## src/hw/sar_seq_pkg.sv

```systemverilog
// constants and types shared by the conversion sequencer
package sar_seq_pkg;
  localparam int unsigned        RES_BITS        = 18;
  localparam int unsigned        CLK_HZ          = 10000000;
  localparam int unsigned        SAMPLE_RATE_SPS = 250000;
  localparam int unsigned        ACQ_TIME_NS     = 1000;
  localparam int unsigned        CLK_PERIOD_NS   = 100;
  localparam int unsigned        ACQ_CYCLES      = (ACQ_TIME_NS + CLK_PERIOD_NS - 1) / CLK_PERIOD_NS;
  localparam int unsigned        SAMPLE_CYCLES   = CLK_HZ / SAMPLE_RATE_SPS;
  localparam logic [17:0]        CODE_RESET      = 18'h00000;
  localparam logic [17:0]        SB_MAX          = 18'h3ffff;
  localparam logic [17:0]        SB_MIN          = 18'h00000;
  localparam logic [17:0]        TC_MAX          = 18'h1ffff;
  localparam logic [17:0]        TC_MIN          = 18'h20000;
  localparam logic [1:0]         MODE_PAR18      = 2'h0;
  localparam logic [1:0]         MODE_SERIAL     = 2'h3;
  localparam logic [1:0]         RANGE_RESET     = 2'h0;
  localparam int unsigned        CFG_RANGE_LSB   = 0;
  localparam int unsigned        CFG_CODING_BIT  = 2;

  typedef enum logic [2:0] {
    ST_ACQ    = 3'b000,
    ST_READY  = 3'b001,
    ST_OPEN   = 3'b010,
    ST_HOLD   = 3'b011,
    ST_TRIAL  = 3'b100,
    ST_FORM   = 3'b101
  } seq_state_t;
endpackage

```

## src/hw/sar_array_if.sv

```systemverilog
// analog array control and comparator between sequencer and sar register
`timescale 1ns/10ps
interface sar_array_if;
  logic        start;
  logic        step;
  logic        cmp_high;
  logic [17:0] trial;
  logic [17:0] result;
  logic        last;
  modport ctrl (output start, output step, output cmp_high, input trial, input result, input last);
  modport sar  (input start, input step, input cmp_high, output trial, output result, output last);
endinterface

```

## src/hw/sar_conversion_sequencer.sv

```systemverilog
// conversion sequencer for the 18-bit successive-approximation core
`timescale 1ns/10ps
module sar_conversion_sequencer
#(
  parameter int unsigned ACQ_CYCLES = sar_seq_pkg::ACQ_CYCLES
)
(
  input  wire logic        i_clk_sys,
  input  wire logic        i_rstn,
  input  wire logic        i_conversion_start_n,
  input  wire logic        i_coding_select_pin,
  input  wire logic [1:0]  i_mode,
  input  wire logic        i_hw_config,
  input  wire logic [1:0]  i_range_pins,
  input  wire logic [2:0]  i_cfg_reg,
  input  wire logic        i_comparator_high,
  input  wire logic        i_over_range,
  input  wire logic        i_under_range,
  output logic             o_busy,
  output logic             o_pos_array_ground_switch,
  output logic             o_neg_array_ground_switch,
  output logic             o_array_to_input,
  output logic             o_array_to_reference_ground,
  output logic [17:0]      o_dac_trial,
  output logic [1:0]       o_range,
  output logic [17:0]      o_code,
  output logic             o_code_valid
);
  // ***************************************************************
  // input synchronisers
  // ***************************************************************
  logic [1:0] cnv_sync_q;
  logic [1:0] cmp_sync_q;
  logic       cnv_prev_q;
  logic       cnv_fall_w;

  always_ff @(posedge i_clk_sys or negedge i_rstn)
    if (!i_rstn)
    begin
      cnv_sync_q <= 2'h3;
      cmp_sync_q <= 2'h0;
      cnv_prev_q <= 1'b1;
    end
    else
    begin
      cnv_sync_q <= {cnv_sync_q[0], i_conversion_start_n};
      cmp_sync_q <= {cmp_sync_q[0], i_comparator_high};
      cnv_prev_q <= cnv_sync_q[1];
    end

  assign cnv_fall_w = cnv_prev_q & ~cnv_sync_q[1];

  // ***************************************************************
  // configuration pin synchronisers
  // ***************************************************************
  // strap pins are slow but still asynchronous, so two stages each
  logic [1:0] mode_s1_q;
  logic [1:0] mode_s2_q;
  logic       hw_s1_q;
  logic       hw_s2_q;
  logic [1:0] rng_s1_q;
  logic [1:0] rng_s2_q;
  logic       cod_s1_q;
  logic       cod_s2_q;

  always_ff @(posedge i_clk_sys or negedge i_rstn)
    if (!i_rstn)
    begin
      mode_s1_q <= sar_seq_pkg::MODE_PAR18;
      mode_s2_q <= sar_seq_pkg::MODE_PAR18;
      hw_s1_q   <= 1'b1;
      hw_s2_q   <= 1'b1;
      rng_s1_q  <= sar_seq_pkg::RANGE_RESET;
      rng_s2_q  <= sar_seq_pkg::RANGE_RESET;
      cod_s1_q  <= 1'b1;
      cod_s2_q  <= 1'b1;
    end
    else
    begin
      mode_s1_q <= i_mode;
      mode_s2_q <= mode_s1_q;
      hw_s1_q   <= i_hw_config;
      hw_s2_q   <= hw_s1_q;
      rng_s1_q  <= i_range_pins;
      rng_s2_q  <= rng_s1_q;
      cod_s1_q  <= i_coding_select_pin;
      cod_s2_q  <= cod_s1_q;
    end

  // ***************************************************************
  // configuration selection
  // ***************************************************************
  logic       sw_mode_w;
  logic [1:0] range_sel_w;
  logic       coding_sel_w;
  logic       coding_q;
  logic       ob_w;

  assign sw_mode_w = (mode_s2_q == sar_seq_pkg::MODE_SERIAL) & ~hw_s2_q;
  assign range_sel_w = sw_mode_w ? i_cfg_reg[sar_seq_pkg::CFG_RANGE_LSB +: 2] : rng_s2_q;
  assign coding_sel_w = sw_mode_w ? i_cfg_reg[sar_seq_pkg::CFG_CODING_BIT]
                                  : cod_s2_q;

  // ***************************************************************
  // sequencer
  // ***************************************************************
  sar_seq_pkg::seq_state_t state_q;
  sar_seq_pkg::seq_state_t state_d;
  logic [7:0]  acq_cnt_q;
  logic        acq_done_w;
  logic [17:0] code_q;
  logic        valid_q;
  logic [17:0] sb_code_w;
  logic [17:0] out_code_w;

  sar_array_if arr ();

  sar_approx_reg u_sar
  (
    .i_clk_sys (i_clk_sys),
    .i_rstn    (i_rstn),
    .bus       (arr.sar)
  );

  assign acq_done_w = (acq_cnt_q >= 8'(ACQ_CYCLES));

  assign arr.start    = (state_q == sar_seq_pkg::ST_HOLD);
  assign arr.step     = (state_q == sar_seq_pkg::ST_TRIAL);
  assign arr.cmp_high = cmp_sync_q[1];

  always_comb
  begin
    state_d = state_q;
    case (state_q)
      sar_seq_pkg::ST_ACQ:
        if (acq_done_w)
          state_d = sar_seq_pkg::ST_READY;
      sar_seq_pkg::ST_READY:
        if (cnv_fall_w)
          state_d = sar_seq_pkg::ST_OPEN;
      sar_seq_pkg::ST_OPEN:
        state_d = sar_seq_pkg::ST_HOLD;
      sar_seq_pkg::ST_HOLD:
        state_d = sar_seq_pkg::ST_TRIAL;
      sar_seq_pkg::ST_TRIAL:
        if (arr.last)
          state_d = sar_seq_pkg::ST_FORM;
      sar_seq_pkg::ST_FORM:
        state_d = sar_seq_pkg::ST_ACQ;
      default:
        state_d = sar_seq_pkg::ST_ACQ;
    endcase
  end

  always_ff @(posedge i_clk_sys or negedge i_rstn)
    if (!i_rstn)
      state_q <= sar_seq_pkg::ST_ACQ;
    else
      state_q <= state_d;

  always_ff @(posedge i_clk_sys or negedge i_rstn)
    if (!i_rstn)
      acq_cnt_q <= 8'h00;
    else if (state_q != sar_seq_pkg::ST_ACQ)
      acq_cnt_q <= 8'h00;
    else if (!acq_done_w)
      acq_cnt_q <= acq_cnt_q + 8'h01;

  // ***************************************************************
  // state decode
  // ***************************************************************
  logic st_acq_w;
  logic st_ready_w;
  logic st_open_w;
  logic st_trial_w;
  logic st_form_w;
  logic latch_cfg_w;
  logic ground_closed_w;

  function automatic logic in_state(input sar_seq_pkg::seq_state_t cur,
                                    input sar_seq_pkg::seq_state_t want);
    in_state = (cur == want);
  endfunction

  assign st_acq_w    = in_state(state_q, sar_seq_pkg::ST_ACQ);
  assign st_ready_w  = in_state(state_q, sar_seq_pkg::ST_READY);
  assign st_open_w   = in_state(state_q, sar_seq_pkg::ST_OPEN);
  assign st_trial_w  = in_state(state_q, sar_seq_pkg::ST_TRIAL);
  assign st_form_w   = in_state(state_q, sar_seq_pkg::ST_FORM);
  // setting taken once, at the end of each acquisition
  assign latch_cfg_w = st_acq_w & acq_done_w;

  // ***************************************************************
  // configuration latch and output coding
  // ***************************************************************
  // latch config per acquisition
  always_ff @(posedge i_clk_sys or negedge i_rstn)
    if (!i_rstn)
    begin
      o_range  <= sar_seq_pkg::RANGE_RESET;
      coding_q <= 1'b1;
    end
    else if (latch_cfg_w)
    begin
      o_range  <= range_sel_w;
      coding_q <= coding_sel_w;
    end

  assign ob_w = (mode_s2_q == sar_seq_pkg::MODE_PAR18) ? 1'b1 : coding_q;

  // over wins if both flags rise; comparator word is then discarded
  function automatic logic [17:0] clamp_code(input logic [17:0] raw,
                                             input logic        over,
                                             input logic        under);
    if (over)
      clamp_code = sar_seq_pkg::SB_MAX;
    else if (under)
      clamp_code = sar_seq_pkg::SB_MIN;
    else
      clamp_code = raw;
  endfunction

  function automatic logic [17:0] apply_coding(input logic [17:0] sb,
                                               input logic        binary);
    apply_coding = binary ? sb : {~sb[17], sb[16:0]};
  endfunction

  assign sb_code_w  = clamp_code(arr.result, i_over_range, i_under_range);
  assign out_code_w = apply_coding(sb_code_w, ob_w);

  always_ff @(posedge i_clk_sys or negedge i_rstn)
    if (!i_rstn)
    begin
      code_q  <= sar_seq_pkg::CODE_RESET;
      valid_q <= 1'b0;
    end
    else
    begin
      valid_q <= st_form_w;
      if (st_form_w)
        code_q <= out_code_w;
    end

  // ***************************************************************
  // switch and status outputs
  // ***************************************************************
  // ground switches open first
  assign ground_closed_w             = st_acq_w | st_ready_w;
  assign o_pos_array_ground_switch   = ground_closed_w;
  assign o_neg_array_ground_switch   = ground_closed_w;
  // inputs stay on the arrays for one cycle after the switches open
  assign o_array_to_input            = ground_closed_w | st_open_w;
  assign o_array_to_reference_ground = ~o_array_to_input;
  assign o_dac_trial  = st_trial_w ? arr.trial : 18'h00000;
  // busy falls in the cycle the formed code appears
  assign o_busy       = ~ground_closed_w;
  assign o_code       = code_q;
  assign o_code_valid = valid_q;
endmodule

```

## src/hw/sar_approx_reg.sv

```systemverilog
// binary-search register over the weighted array, msb first
`timescale 1ns/10ps
module sar_approx_reg
(
  input  wire logic i_clk_sys,
  input  wire logic i_rstn,
  sar_array_if.sar  bus
);
  logic [17:0] mask_q;
  logic [17:0] code_q;
  logic [17:0] trial_w;

  assign trial_w    = code_q | mask_q;
  assign bus.trial  = trial_w;
  assign bus.result = code_q;
  assign bus.last   = mask_q[0];

  always_ff @(posedge i_clk_sys or negedge i_rstn)
    if (!i_rstn)
    begin
      mask_q <= 18'h00000;
      code_q <= 18'h00000;
    end
    else if (bus.start)
    begin
      mask_q <= 18'h20000;
      code_q <= 18'h00000;
    end
    else if (bus.step)
    begin
      // keep the element while input still exceeds the trial level
      if (bus.cmp_high)
        code_q <= trial_w;
      mask_q <= mask_q >> 1;
    end
endmodule

```

## config.mk

```make
export PLATFORM = sky130hd
export DESIGN_NAME = sar_conversion_sequencer
export DESIGN_NICKNAME = d
export VERILOG_FILES = /design/src/hw/sar_seq_pkg.sv /design/src/hw/sar_array_if.sv /design/src/hw/sar_conversion_sequencer.sv /design/src/hw/sar_approx_reg.sv
export SDC_FILE = /design/constraint.sdc
export NUM_CORES = 1
export LEC_CHECK = 0
export BUFFER_PORTS_ARGS = -buffer_cell sky130_fd_sc_hd__buf_2
export CAP_MARGIN = 20
export CORE_MARGIN = 2
export CORE_UTILIZATION = 45
export DETAILED_ROUTE_END_ITERATION = 10
export HOLD_SLACK_MARGIN = 0.02
export PLACE_DENSITY = 0.75
export SLEW_MARGIN = 20
export SYNTH_ARGS = -nofsm -noshare
export SYNTH_HDL_FRONTEND = slang
export SYNTH_SLANG_ARGS = --single-unit
```

## constraint.sdc

```tcl
create_clock -name i_clk_sys -period 1.9 [get_ports i_clk_sys]
set_input_delay 0.475 -clock i_clk_sys [delete_from_list [all_inputs] [get_ports i_clk_sys]]
set_output_delay 0.475 -clock i_clk_sys [all_outputs]
set_load 0.005 [all_outputs]
```

## Word level (Yosys, flattened, before mapping)

Cells that the tools add are included.

- Register bits: 86
- Output and inout bits: 44
- Logic and storage cells: 67

- $lt $le $gt $ge: 1
- Add/sub/neg operators: 1
- Muxes and demuxes: 18
- Bitwise logic cells: 11
- Equality and inequality tests: 10
- Reduce and logical (&&, ||, !) cells: 7

Operators with widths:

| cell | count |
|---|---|
| $mux 18 | 9 |
| $or 18x18->18 | 1 |
| $mux 8 | 2 |
| $pmux 3 s5 | 1 |
| $mux 3 | 3 |
| $add 8x1->8 const B | 1 |
| $ge 8x4->1 const B | 1 |
| $eq 3x2->1 const B | 2 |
| $eq 3x3->1 const B | 2 |
| $not 1->1 | 5 |
| $ne 2x1->1 const B | 2 |
| $ne 2x2->1 const B | 2 |
| $reduce_bool 2->1 | 2 |
| $and 1x1->1 | 3 |
| $eq 3x1->1 const B | 1 |
| $logic_not 3->1 | 1 |
| $reduce_and 3->1 | 1 |
| $reduce_bool 3->1 | 1 |
| $eq 2x2->1 const B | 1 |
| $logic_not 2->1 | 1 |
| $mux 1 | 2 |
| $mux 2 | 1 |
| $or 1x1->1 | 2 |
| $reduce_and 2->1 | 1 |

## Longest topological paths before layout

Gate-level depths: netlist (run 1).

- Word-level depth: 4
- Mapped depth: 6
- Mapped depth without buffers: 5

## By module

Synthesis (run 1) repeated with hierarchy kept, for this count alone.

- Cells, all modules: 330
- Area, all modules: 3633.5 um2

By module, submodules not included:

| module | cells each | area an instance (um2) | sequential area each (um2) | instances |
|---|---|---|---|---|
| sar_conversion_sequencer | 194 | 2112.0 | 1261.2 | 1 |
| sar_approx_reg | 136 | 1521.5 | 900.9 | 1 |

## Least setup slack after synthesis (run 1)

No wires, ideal clock.

- Kind: flip-flop to output port
- From: register state_q[0]
- To: output port o_dac_trial[0]
- Data required time: 1425 ps
- Setup slack: 206 ps
- Data arrival time: 1219 ps
- Cell stages (with the launch flop): 6
- Cells stage by stage: dfrtp_1 buf_6 nor3b_1 buf_2 buf_2 o21a_1

- Cells in the longest elaborated chain, start to end: 2

RTL lines:

| element | line | text |
|---|---|---|
| start: declaration | sar_conversion_sequencer.sv:107 | `sar_seq_pkg::seq_state_t state_q;` |
| start signal: assignment | sar_conversion_sequencer.sv:157 | `state_q <= sar_seq_pkg::ST_ACQ;` |
| start signal: assignment | sar_conversion_sequencer.sv:159 | `state_q <= state_d;` |
| $eq 3x3->1 | sar_conversion_sequencer.sv:182 | `in_state = (cur == want);` |
| $mux 18 | sar_conversion_sequencer.sv:254 | `assign o_dac_trial = st_trial_w ? arr.trial : 18'h00000;` |
| end: declaration | sar_conversion_sequencer.sv:24 | `output logic [17:0] o_dac_trial,` |

No other way between the ends.

## Worst setup path in the final report (run 1)

- From: register state_q[0]
- To: output port o_dac_trial[3]

The elaborated chain is that of the path after synthesis.

==> results of run 1 <==
==> sequential cells by signal, indices dropped and copies added (netlist names) <==
| name | flops |
|---|---|
| mode_s2_q | 2 |
| rng_s2_q | 2 |
| o_code | 18 |
| cnv_prev_q | 1 |
| cnv_sync_q | 2 |
| rng_s1_q | 2 |
| coding_q | 1 |
| u_sar.bus.result | 18 |
| o_range | 2 |
| cod_s2_q | 1 |
| cod_s1_q | 1 |
| hw_s1_q | 1 |
| o_code_valid | 1 |
| state_q | 3 |
| cmp_sync_q | 2 |
| hw_s2_q | 1 |
| mode_s1_q | 2 |
| u_sar.mask_q | 18 |
| acq_cnt_q | 8 |
==> per-stage QoR <==
step	setup TNS [ps]	utilization
finish	-1630	0.566
global route	-2720	0.566
CTS	-544	0.557
detailed placement	0	0.523
global placement	0	0.523
floorplan	0	-
==> cells in the final DEF, fill, tap and decap left out, types with 3 or more instances in the layout <==
master    synthesis  final
a21oi_1          39     39
a22o_1           17     17
and2_1            4      4
buf_2             9     57
buf_4             2     10
clkbuf_8          0      9
dfrtp_1          78     78
dfstp_2           8      8
inv_1             7      7
inv_6             0      3
mux2_2            6      6
nand2_1          19     19
nand3b_1          4      4
nor2_1           21     20
o21a_1           18     18
o21ai_0          20     20
==> worst max path at each step <==
stage                     from             end  slack [ps]
floorplan           state_q[0]  o_dac_trial[0]         210
global placement    state_q[0]      o_range[0]         260
detailed placement  state_q[0]      o_range[1]         230
CTS                 state_q[1]  o_dac_trial[4]         -60
global route        state_q[0]  o_dac_trial[3]        -170
finish              state_q[0]  o_dac_trial[3]        -120
==> kinds of logic (layout without fill, tap and decap cells) <==
kind of cell             Yosys count  in the layout  share of synthesized area
AO/OA/AOI/OAI                    103            103                      0.192
flip-flops                        86             86                      0.633
AND/OR/NAND/NOR                   66             66                      0.105
buffers and inverters             27             98                     0.0396
multiplexers                       7              7                     0.0227
adder cells (fa/ha/maj)            2              2                    0.00733
==> synthesized netlist by cell type, types with 2 or more instances <==
library cell / count
clkbuf_1: 6
dfrtp_1: 78
nor3_1: 2
o21a_1: 18
buf_6: 2
a22o_1: 17
nor2_1: 21
buf_4: 2
dfstp_2: 8
and2_1: 4
nand2b_1: 2
o21ai_0: 20
inv_1: 7
ha_1: 2
nor3b_1: 2
o21bai_1: 2
buf_2: 9
nand3b_1: 4
mux2_2: 6
a21oi_1: 39
nand2_1: 19
==> worst register-to-register path, delay by kind of cell, from the launching register on <==
| kind | cells | cell delay (ps) |
|---|---|---|
| buf+inv | 1 | 180 |
| mux | 1 | 360 |
| flops | 1 | 410 |
| simple gates | 1 | 430 |
| compound gates | 1 | 220 |
==> where the power goes <==
part | switching (W) | internal [W]
Sequential | 0.000274 | 0.00223
Clock | 0.000685 | 0.000498
Combinational | 0.000830 | 0.000768
==> layer usage <==
layer | routed length, um | share of wire
met5 | 0 | 0
met3 | 318 | 0.043
met1 | 3540 | 0.47
met2 | 3470 | 0.46
met4 | 137 | 0.018
==> repair_timing <==
item | CTS | global route
hold buffers | 1 | 0
setup buffers | 2 | 2
pin swaps | 1 | 1
gates resized for setup | 1 | 2
setup endpoints to repair | 18 | 19
cloned | 1 | 2
endpoints found under the hold margin | 5 | 0
==> layout make-up <==
type | instances | area [sq um] | share of cell area
clock buffer | 10 | 128 | 0.0309
clock inverter | 6 | 52.6 | 0.0127
sequential | 86 | 2160 | 0.523
inverter | 8 | 30.0 | 0.00727
timing repair buffer | 74 | 504 | 0.122
tap | 99 | 124 | 0.0300
multi-input combinational | 178 | 1130 | 0.274
==> impl_metrics.json, run 1 <==
{
  "status": "finished with violations",
  "failed_checks": "negative setup slack",
  "p_leak_nw": 2.06,
  "required_ps": 1420,
  "cpPeakStageDelay_ps": 410,
  "ys_types": 42,
  "ys.flop_type": "dfrtp_1",
  "rsz0062_at_grt": "yes",
  "die-area_sq_mm": 0.00830,
  "yosysSeqAreaShare": 0.633,
  "dp_slack_ps": 225,
  "drt-total-wl_mm": 7.46,
  "wl_per_cell_um": 16.2,
  "synth_top_area_share": 0.572,
  "tightest_slew_ps": 528,
  "setup.worst_path.end_class": "output pin",
  "port_buffers": 58,
  "critical_path.top_delay_family": "buffers and inverters",
  "setup_viol_count_final": 18,
  "total_power_w": 0.00528,
  "yosys-top-cells-area": "dfrtp_1 57%, dfstp_2 6.2%, a21oi_1 5.7%, a22o_1 4.4%, o21a_1 4.0%",
  "busiest_layer": "met1",
  "cts_tree": "built",
  "diodes": 0,
  "fin_crit_sh": 1.07,
  "drtPass1Iterations": 4,
  "clk_pin_slew_ps": 90,
  "syn_nets": 308,
  "regToRegSetupSlack_ps": 190,
  "antenna_found_initial": 0,
  "cp.depth": 5,
  "fin_cells": 461,
  "viasPerCell": 5.28,
  "fmax_ghz": 0.494,
  "fin_nets": 374,
  "numCtsBuffers": 9,
  "synth_area_sq_mm": 0.00341,
  "root_buffer": "clkbuf_8",
  "grt_pass1_wl_mm": 12.0,
  "core_area_sq_mm": 0.00729,
  "grt_pass1_vias": 2347,
  "cpMaxStageDelayCell": "dfrtp_1",
  "place_inst": 437,
  "grt_util_met3": 0.0432,
  "synth-async-reset-ratio": 1.00,
  "worstSetupPathType": "flip-flop to output pin",
  "netlist_instances": 291,
  "grt_max_degree": 54,
  "clock_latency_ps": 360,
  "vias": 2435,
  "hold_path_class": "input port to flip-flop",
  "die_height_um": 91.1,
  "ir_worst_vdd_mv": 0.542,
  "relSlewSlack": 0.645,
  "powerDensity_mw_per_mm2": 1280,
  "hold_end": "cod_s1_q",
  "rows": 31,
  "start_kind": "flip-flop",
  "skew_ps": 12.6,
  "r2r_end": "o_range[0]",
  "cts.sinks": 86,
  "drt_iter0_markers": 220,
  "r2r_cells": 4,
  "holdPathStages": 1,
  "synth-seq-cells": 86,
  "routabilityCongestion": 0.818,
  "worst_slack_ps": -124,
  "post-route-min-period_ps": 2020,
  "gr-usage-met1": 0.271,
  "worstPathCellList": "nor3b_4, buf_6, clkbuf_16, o21a_1, buf_2",
  "die-width_um": 91.1,
  "critPathMaxFanout": 9,
  "drc": 0,
  "rr_startpoint": "state_q[0]",
  "fill_cells": 625,
  "grtUsageMet2": 0.264,
  "ant_nets": 0,
  "yosys.area.top_type": "dfrtp_1",
  "maxSlewViolCount": 0,
  "hold_violations": 0,
  "htreeDepth": 3,
  "start_util": 0.468,
  "dp_hpwl_mm": 4.61,
  "grt_overflow_total": 0,
  "track_usage": 0.185,
  "pin_count": 59,
  "drv_cap": 0,
  "placed_cell_area_sq_mm": 0.00381,
  "arrival_ps": 1550,
  "area_growth_pct": 21.0,
  "min_from": "i_coding_select_pin",
  "drive_gt1_frac": 0.304,
  "yosysWarnings": 0,
  "holdWs_ps": 206,
  "clk_path_buf_depth": 2,
  "final_area_sq_mm": 0.00413,
  "cp_num_buf_inv": 3,
  "synth-edff-count": 0,
  "avgSynthCellArea_sq_um": 11.7
}
No activity file was read; power rests on OpenSTA's default activity.
==> run 2: changes to the inputs <==
Settings changed: ABC_AREA from default to 1.
==> run 2 against run 1 <==
Against the previous run:
- the flow now finishes without violations
- sequential cell count stayed put
- critical path depth is the same
- cell count up 19%
- sequential power is 6% lower
- routed wire length rose by 4.4%
- via count is 12% higher
- setup slack gained 160 ps
- largest power group unchanged
==> impl_metrics.json, run 2 <==
{
  "synth_area_sq_mm": 0.00348,
  "start_util": 0.458,
  "drtPass1Iterations": 4,
  "worstSetupPathType": "flip-flop to output pin",
  "final_common_cell": "dfrtp_1",
  "port_buffers": 58,
  "avgSynthCellArea_sq_um": 9.47,
  "grt_pass1_wl_mm": 12.8,
  "grt_max_degree": 41,
  "start_kind": "flip-flop",
  "htreeDepth": 3,
  "drv_cap": 0,
  "numCtsBuffers": 9,
  "skew_ps": 7.83,
  "required_ps": 1420,
  "powerDensity_mw_per_mm2": 1280,
  "hold_path_class": "input port to async pin",
  "relSlewSlack": 0.641,
  "cpMaxStageDelayCell": "dfrtp_2",
  "grt_pass1_vias": 2658,
  "die-width_um": 92.0,
  "rsz0062_at_grt": "yes",
  "wl_per_cell_um": 14.2,
  "pin_count": 59,
  "synth-seq-cells": 86,
  "cts_tree": "built",
  "clkPwrFrac": 0.254,
  "cts.sinks": 86,
  "regToRegSetupSlack_ps": 370,
  "synth-async-reset-ratio": 1.00,
  "setup.worst_path.end_class": "output pin",
  "yosysSeqAreaShare": 0.621,
  "syn_nets": 385,
  "cts_hold_buf": 0,
  "p_comb_frac": 0.320,
  "worstPathCellList": "nor2_4, buf_12, nand2_8, a21oi_2, buf_2",
  "fin_crit_sh": 0.984,
  "grt_overflow_total": 0,
  "fmax_ghz": 0.535,
  "yosysWarnings": 0,
  "drt-total-wl_mm": 7.79,
  "arrival_ps": 1390,
  "ys_types": 23,
  "holdWs_ps": 101,
  "core_area_sq_mm": 0.00761,
  "root_buffer": "clkbuf_8",
  "die_height_um": 92.0,
  "final.setup.tns_ps": 0,
  "swShare": 0.346,
  "yosys-top-cells-count": "78 x dfrtp_1, 71 x inv_1, 49 x o21ai_0",
  "worst_slack_ps": 31.2,
  "synth_top_area_share": 0.560,
  "critPathMaxFanout": 8,
  "routabilityCongestion": 0.828,
  "ant_nets": 0,
  "viasPerCell": 4.96,
  "dp_slack_ps": 19.2,
  "area_growth_pct": 24.6,
  "tightest_slew_ps": 538,
  "placed_cell_area_sq_mm": 0.00390,
  "setup_viol_count_final": 0,
  "p_leak_nw": 2.02,
  "track_usage": 0.195,
  "sequentialPowerShare": 0.426,
  "synth_most_common_cell": "dfrtp_1",
  "maxSlewViolCount": 0,
  "clock_latency_ps": 350,
  "clk_path_buf_depth": 2,
  "drt_iter0_markers": 187,
  "dp_hpwl_mm": 5.11,
  "post-route-min-period_ps": 1870,
  "fin_nets": 460,
  "synth-edff-count": 0,
  "yosys.area.top_type": "dfrtp_1",
  "switching_power_w": 0.00192,
  "final_area_sq_mm": 0.00434,
  "ys.flop_type": "dfrtp_1",
  "netlist_instances": 368,
  "antenna_found_initial": 0,
  "vias": 2726,
  "die-area_sq_mm": 0.00846,
  "yosys-top-cells-area": "dfrtp_1 56%, inv_1 7.7%, o21ai_0 7.0%, dfstp_2 6.0%, a21oi_1 5.3%",
  "diodes": 0,
  "drc": 0,
  "ir_worst_vdd_mv": 0.490,
  "hold_violations": 0,
  "cpPeakStageDelay_ps": 430,
  "clk_pin_slew_ps": 80,
  "postLayoutCoreUtil": 0.571,
  "final_cell_mix": "75 x dfrtp_1, 70 x inv_1, 57 x buf_2, 49 x o21ai_0, 41 x nand2_1",
  "p_int_w": 0.00363,
  "status": "complete, no violations",
  "rows": 32,
  "drive_gt1_frac": 0.286
}
## run 2: critical path, delay by kind of cell (launching register included)
kind	cells	cell delay, ps
simple gates	2	230
compound gates	1	120
flops	1	430
buf+inv	2	270
## run 2: per-stage QoR
step,cells,total power (W)
floorplan,368,0.00322
finish,550,0.00555
CTS,542,0.00541
global placement,521,0.00371
detailed placement,521,0.00377
global route,550,0.00590
## run 2: kinds of logic after synthesis
kind of cell	count (synthesis)	share of synthesized area
buffers and inverters	87	0.0988
DFF	86	0.621
xor gates and xnor gates	2	0.00503
AOI/OAI and AO/OA	117	0.175
adders and majority gates	2	0.00718
and+or+nand+nor	74	0.0934
## run 2: layout make-up
type,instances,area [sq um]
multi-input combinational,197,1090
sequential,86,2170
fill,663,3270
clock inverter,6,93.8
timing repair buffer,77,460
clock buffer,10,128
inverter,72,270
tap,102,128
## run 2: path summary, 6_finish.rpt
check,startpoint,endpoint,cells past startpoint
min in group i_clk_sys,i_hw_config,hw_s1_q,1
worst max register to register,state_q[0],state_q[0],7
worst min register to register,cmp_sync_q[0],cmp_sync_q[1],0
worst min-delay path,i_rstn,o_code_valid,1
max in group asynchronous,i_rstn,coding_q,2
worst max-delay path,state_q[1],o_dac_trial[15],5
## run 2: what timing repair did
| action | in CTS | in global routing |
|---|---|---|
| pin swaps | 2 | 2 |
| gates resized for setup | 17 | 8 |
| gates cloned | 1 | 1 |
| setup endpoints to repair | 18 | 19 |
| setup buffers | 4 | 7 |
## run 2: power by group through the flow
stage               registers [W]  logic [W]  clock network, W
finish                    0.00236    0.00178           0.00141
global route              0.00242    0.00197           0.00151
CTS                       0.00239    0.00158           0.00144
detailed placement        0.00241    0.00136                 0
global placement          0.00239    0.00132                 0
floorplan                 0.00237   0.000852                 0
## run 2: per-layer routing
| metal | GRT usage | up-vias | part of all wire |
|---|---|---|---|
| met5 | 0 | - | 0 |
| met3 | 0.0370 | 12 | 0.043 |
| met4 | 0.0883 | 0 | 0.016 |
| met1 | 0.262 | 1307 | 0.46 |
| li1 | - | 1339 | - |
| met2 | 0.309 | 68 | 0.48 |
==> run 3: changes to the inputs <==
==> constraint.sdc (replaced) <==
create_clock -name i_clk_sys -period 1.9 [get_ports i_clk_sys]
set_input_delay 0.475 -clock i_clk_sys [delete_from_list [all_inputs] [get_ports i_clk_sys]]
set_output_delay 0.475 -clock i_clk_sys [all_outputs]
set_load 0.05 [all_outputs]
==> run 3 against run 2 <==
Against the previous run:
- the run now ends with negative setup slack left
- worst hold slack gained 13 ps
- combinational power grew 52%
- clock skew grew 3.4 ps
- routed wire length grew 0.92%
- cell count shrank 0.91%
- non-clock buffer count shrank 5
- setup slack lost 170 ps
- critical path depth shrank 1
- first-iteration DRC count shrank 8.0%
- fmax shrank 8.4%
- critical path type unchanged
- critical endpoint is now o_dac_trial[16]
- highest routed layer unchanged
==> impl_metrics.json, run 3 (synthesis results as in run 2) <==
{
  "viasPerCell": 4.94,
  "antenna_found_initial": 0,
  "fmax_ghz": 0.490,
  "status": "finished with violations",
  "diodes": 0,
  "fin_crit_sh": 1.07,
  "critical_path.top_delay_family": "simple AND/OR/NAND/NOR gates",
  "rsz0062_at_grt": "yes",
  "clk_pin_slew_ps": 90,
  "maxSlewViolCount": 0,
  "required_ps": 1420,
  "relSlewSlack": 0.694,
  "drt-total-wl_mm": 7.86,
  "die_height_um": 92.0,
  "failed_checks": "negative setup slack",
  "drt_iter0_markers": 172,
  "numCtsBuffers": 9,
  "final_common_cell": "dfrtp_1",
  "grt_max_degree": 87,
  "grt_pass1_wl_mm": 13.3,
  "dp_hpwl_mm": 5.02,
  "drc": 0,
  "routabilityCongestion": 0.832,
  "dp_slack_ps": 16.8,
  "skew_ps": 11.3,
  "arrival_ps": 1560,
  "post-route-min-period_ps": 2040,
  "die-area_sq_mm": 0.00846,
  "powerDensity_mw_per_mm2": 1490,
  "area_growth_pct": 28.1,
  "ir_worst_vdd_mv": 0.555,
  "setup.worst_path.end_class": "output pin",
  "cpPeakStageDelay_ps": 420,
  "cts_hold_buf": 0,
  "start_util": 0.458,
  "critPathMaxFanout": 7,
  "worstSetupPathType": "flip-flop to output pin",
  "ant_nets": 0,
  "drv_cap": 0,
  "hold_violations": 0,
  "drive_gt1_frac": 0.289,
  "wl_per_cell_um": 14.4,
  "final.setup.tns_ps": -2090,
  "worstPathCellList": "nor2_4, nand2_4, a21oi_2, buf_6",
  "core_area_sq_mm": 0.00761,
  "pin_count": 59,
  "root_buffer": "clkbuf_8",
  "cp_num_buf_inv": 1,
  "grt_pass1_vias": 2683,
  "cpMaxStageDelayCell": "dfrtp_1",
  "cts_tree": "built",
  "fin_nets": 455,
  "hold_path_class": "input port to async pin",
  "final_cell_mix": "77 x dfrtp_1, 69 x inv_1, 49 x o21ai_0, 39 x nand2_1, 37 x buf_2",
  "htreeDepth": 3,
  "vias": 2694,
  "worst_slack_ps": -140,
  "clock_latency_ps": 360,
  "track_usage": 0.202,
  "rows": 32,
  "p_leak_nw": 2.06,
  "cts.sinks": 86,
  "clk_path_buf_depth": 2,
  "die-width_um": 92.0,
  "port_buffers": 58,
  "grt_overflow_total": 0,
  "tightest_slew_ps": 459,
  "start_kind": "flip-flop",
  "drtPass1Iterations": 4,
  "setup_viol_count_final": 18
}
run 3: per-layer routing:
layer  track usage  vias to the layer above  part of all wire
met2         0.317                       70              0.48
met1         0.276                     1282              0.46
li1              -                     1327                 -
met3        0.0444                       15             0.042
met5             0                        -                 0
met4        0.0796                        0             0.021
run 3: path summary, 6_finish.rpt:
kind | slack, ps | to | from | depth (start not counted)
max | -140 | o_dac_trial[16] | state_q[0] | 4
min | 110 | o_code_valid | i_rstn | 2
max reg2reg | 130 | u_sar.mask_q[15] | state_q[0] | 6
min reg2reg | 350 | cmp_sync_q[1] | cmp_sync_q[0] | 0
max in group asynchronous | 1390 | hw_s1_q | i_rstn | 2
min in group i_clk_sys | 210 | cnv_sync_q[0] | i_conversion_start_n | 1
run 3: repair_timing:
action	in CTS	in global routing
endpoints found under the setup margin	21	22
setup buffers	3	2
pin swaps	3	4
gates resized for setup	33	40
gates cloned	2	0
run 3: area by class of cell:
type                       count  area (sq um)
multi-input combinational    197          1100
clock inverter                 5           104
clock buffer                  11           151
sequential                    86          2160
inverter                      72           270
fill                         683          3150
timing repair buffer          72           539
tap                          102           128
run 3: power by group:
| group | internal [W] | switching (W) | leakage, nW | total (W) |
|---|---|---|---|---|
| Clock | 0.000948 | 0.000646 | 0.130 | 0.00159 |
| Sequential | 0.00216 | 0.000182 | 1.10 | 0.00234 |
| Combinational | 0.000697 | 0.00201 | 0.825 | 0.00270 |
run 3: worst register-to-register path: cells and delay by family, from the launching register on:
family	cells	cell delay, ps
AND/OR/NAND/NOR	3	720
flip-flops	1	420
buffers and inverters	2	360
AO/OA/AOI/OAI	1	140
run 3: through the flow:
step                      instance area [sq um]  total power, W   util  hold WS, ps  std cells
after floorplan                            3480         0.00419      -          179        368
after global placement                     3920         0.00473  0.515          334        523
after detailed placement                   3920         0.00478  0.515          335        523
after CTS                                  4300         0.00658  0.566          151        544
after global routing                       4460         0.00700  0.586          146        545
final                                      4460         0.00664  0.586          114        545
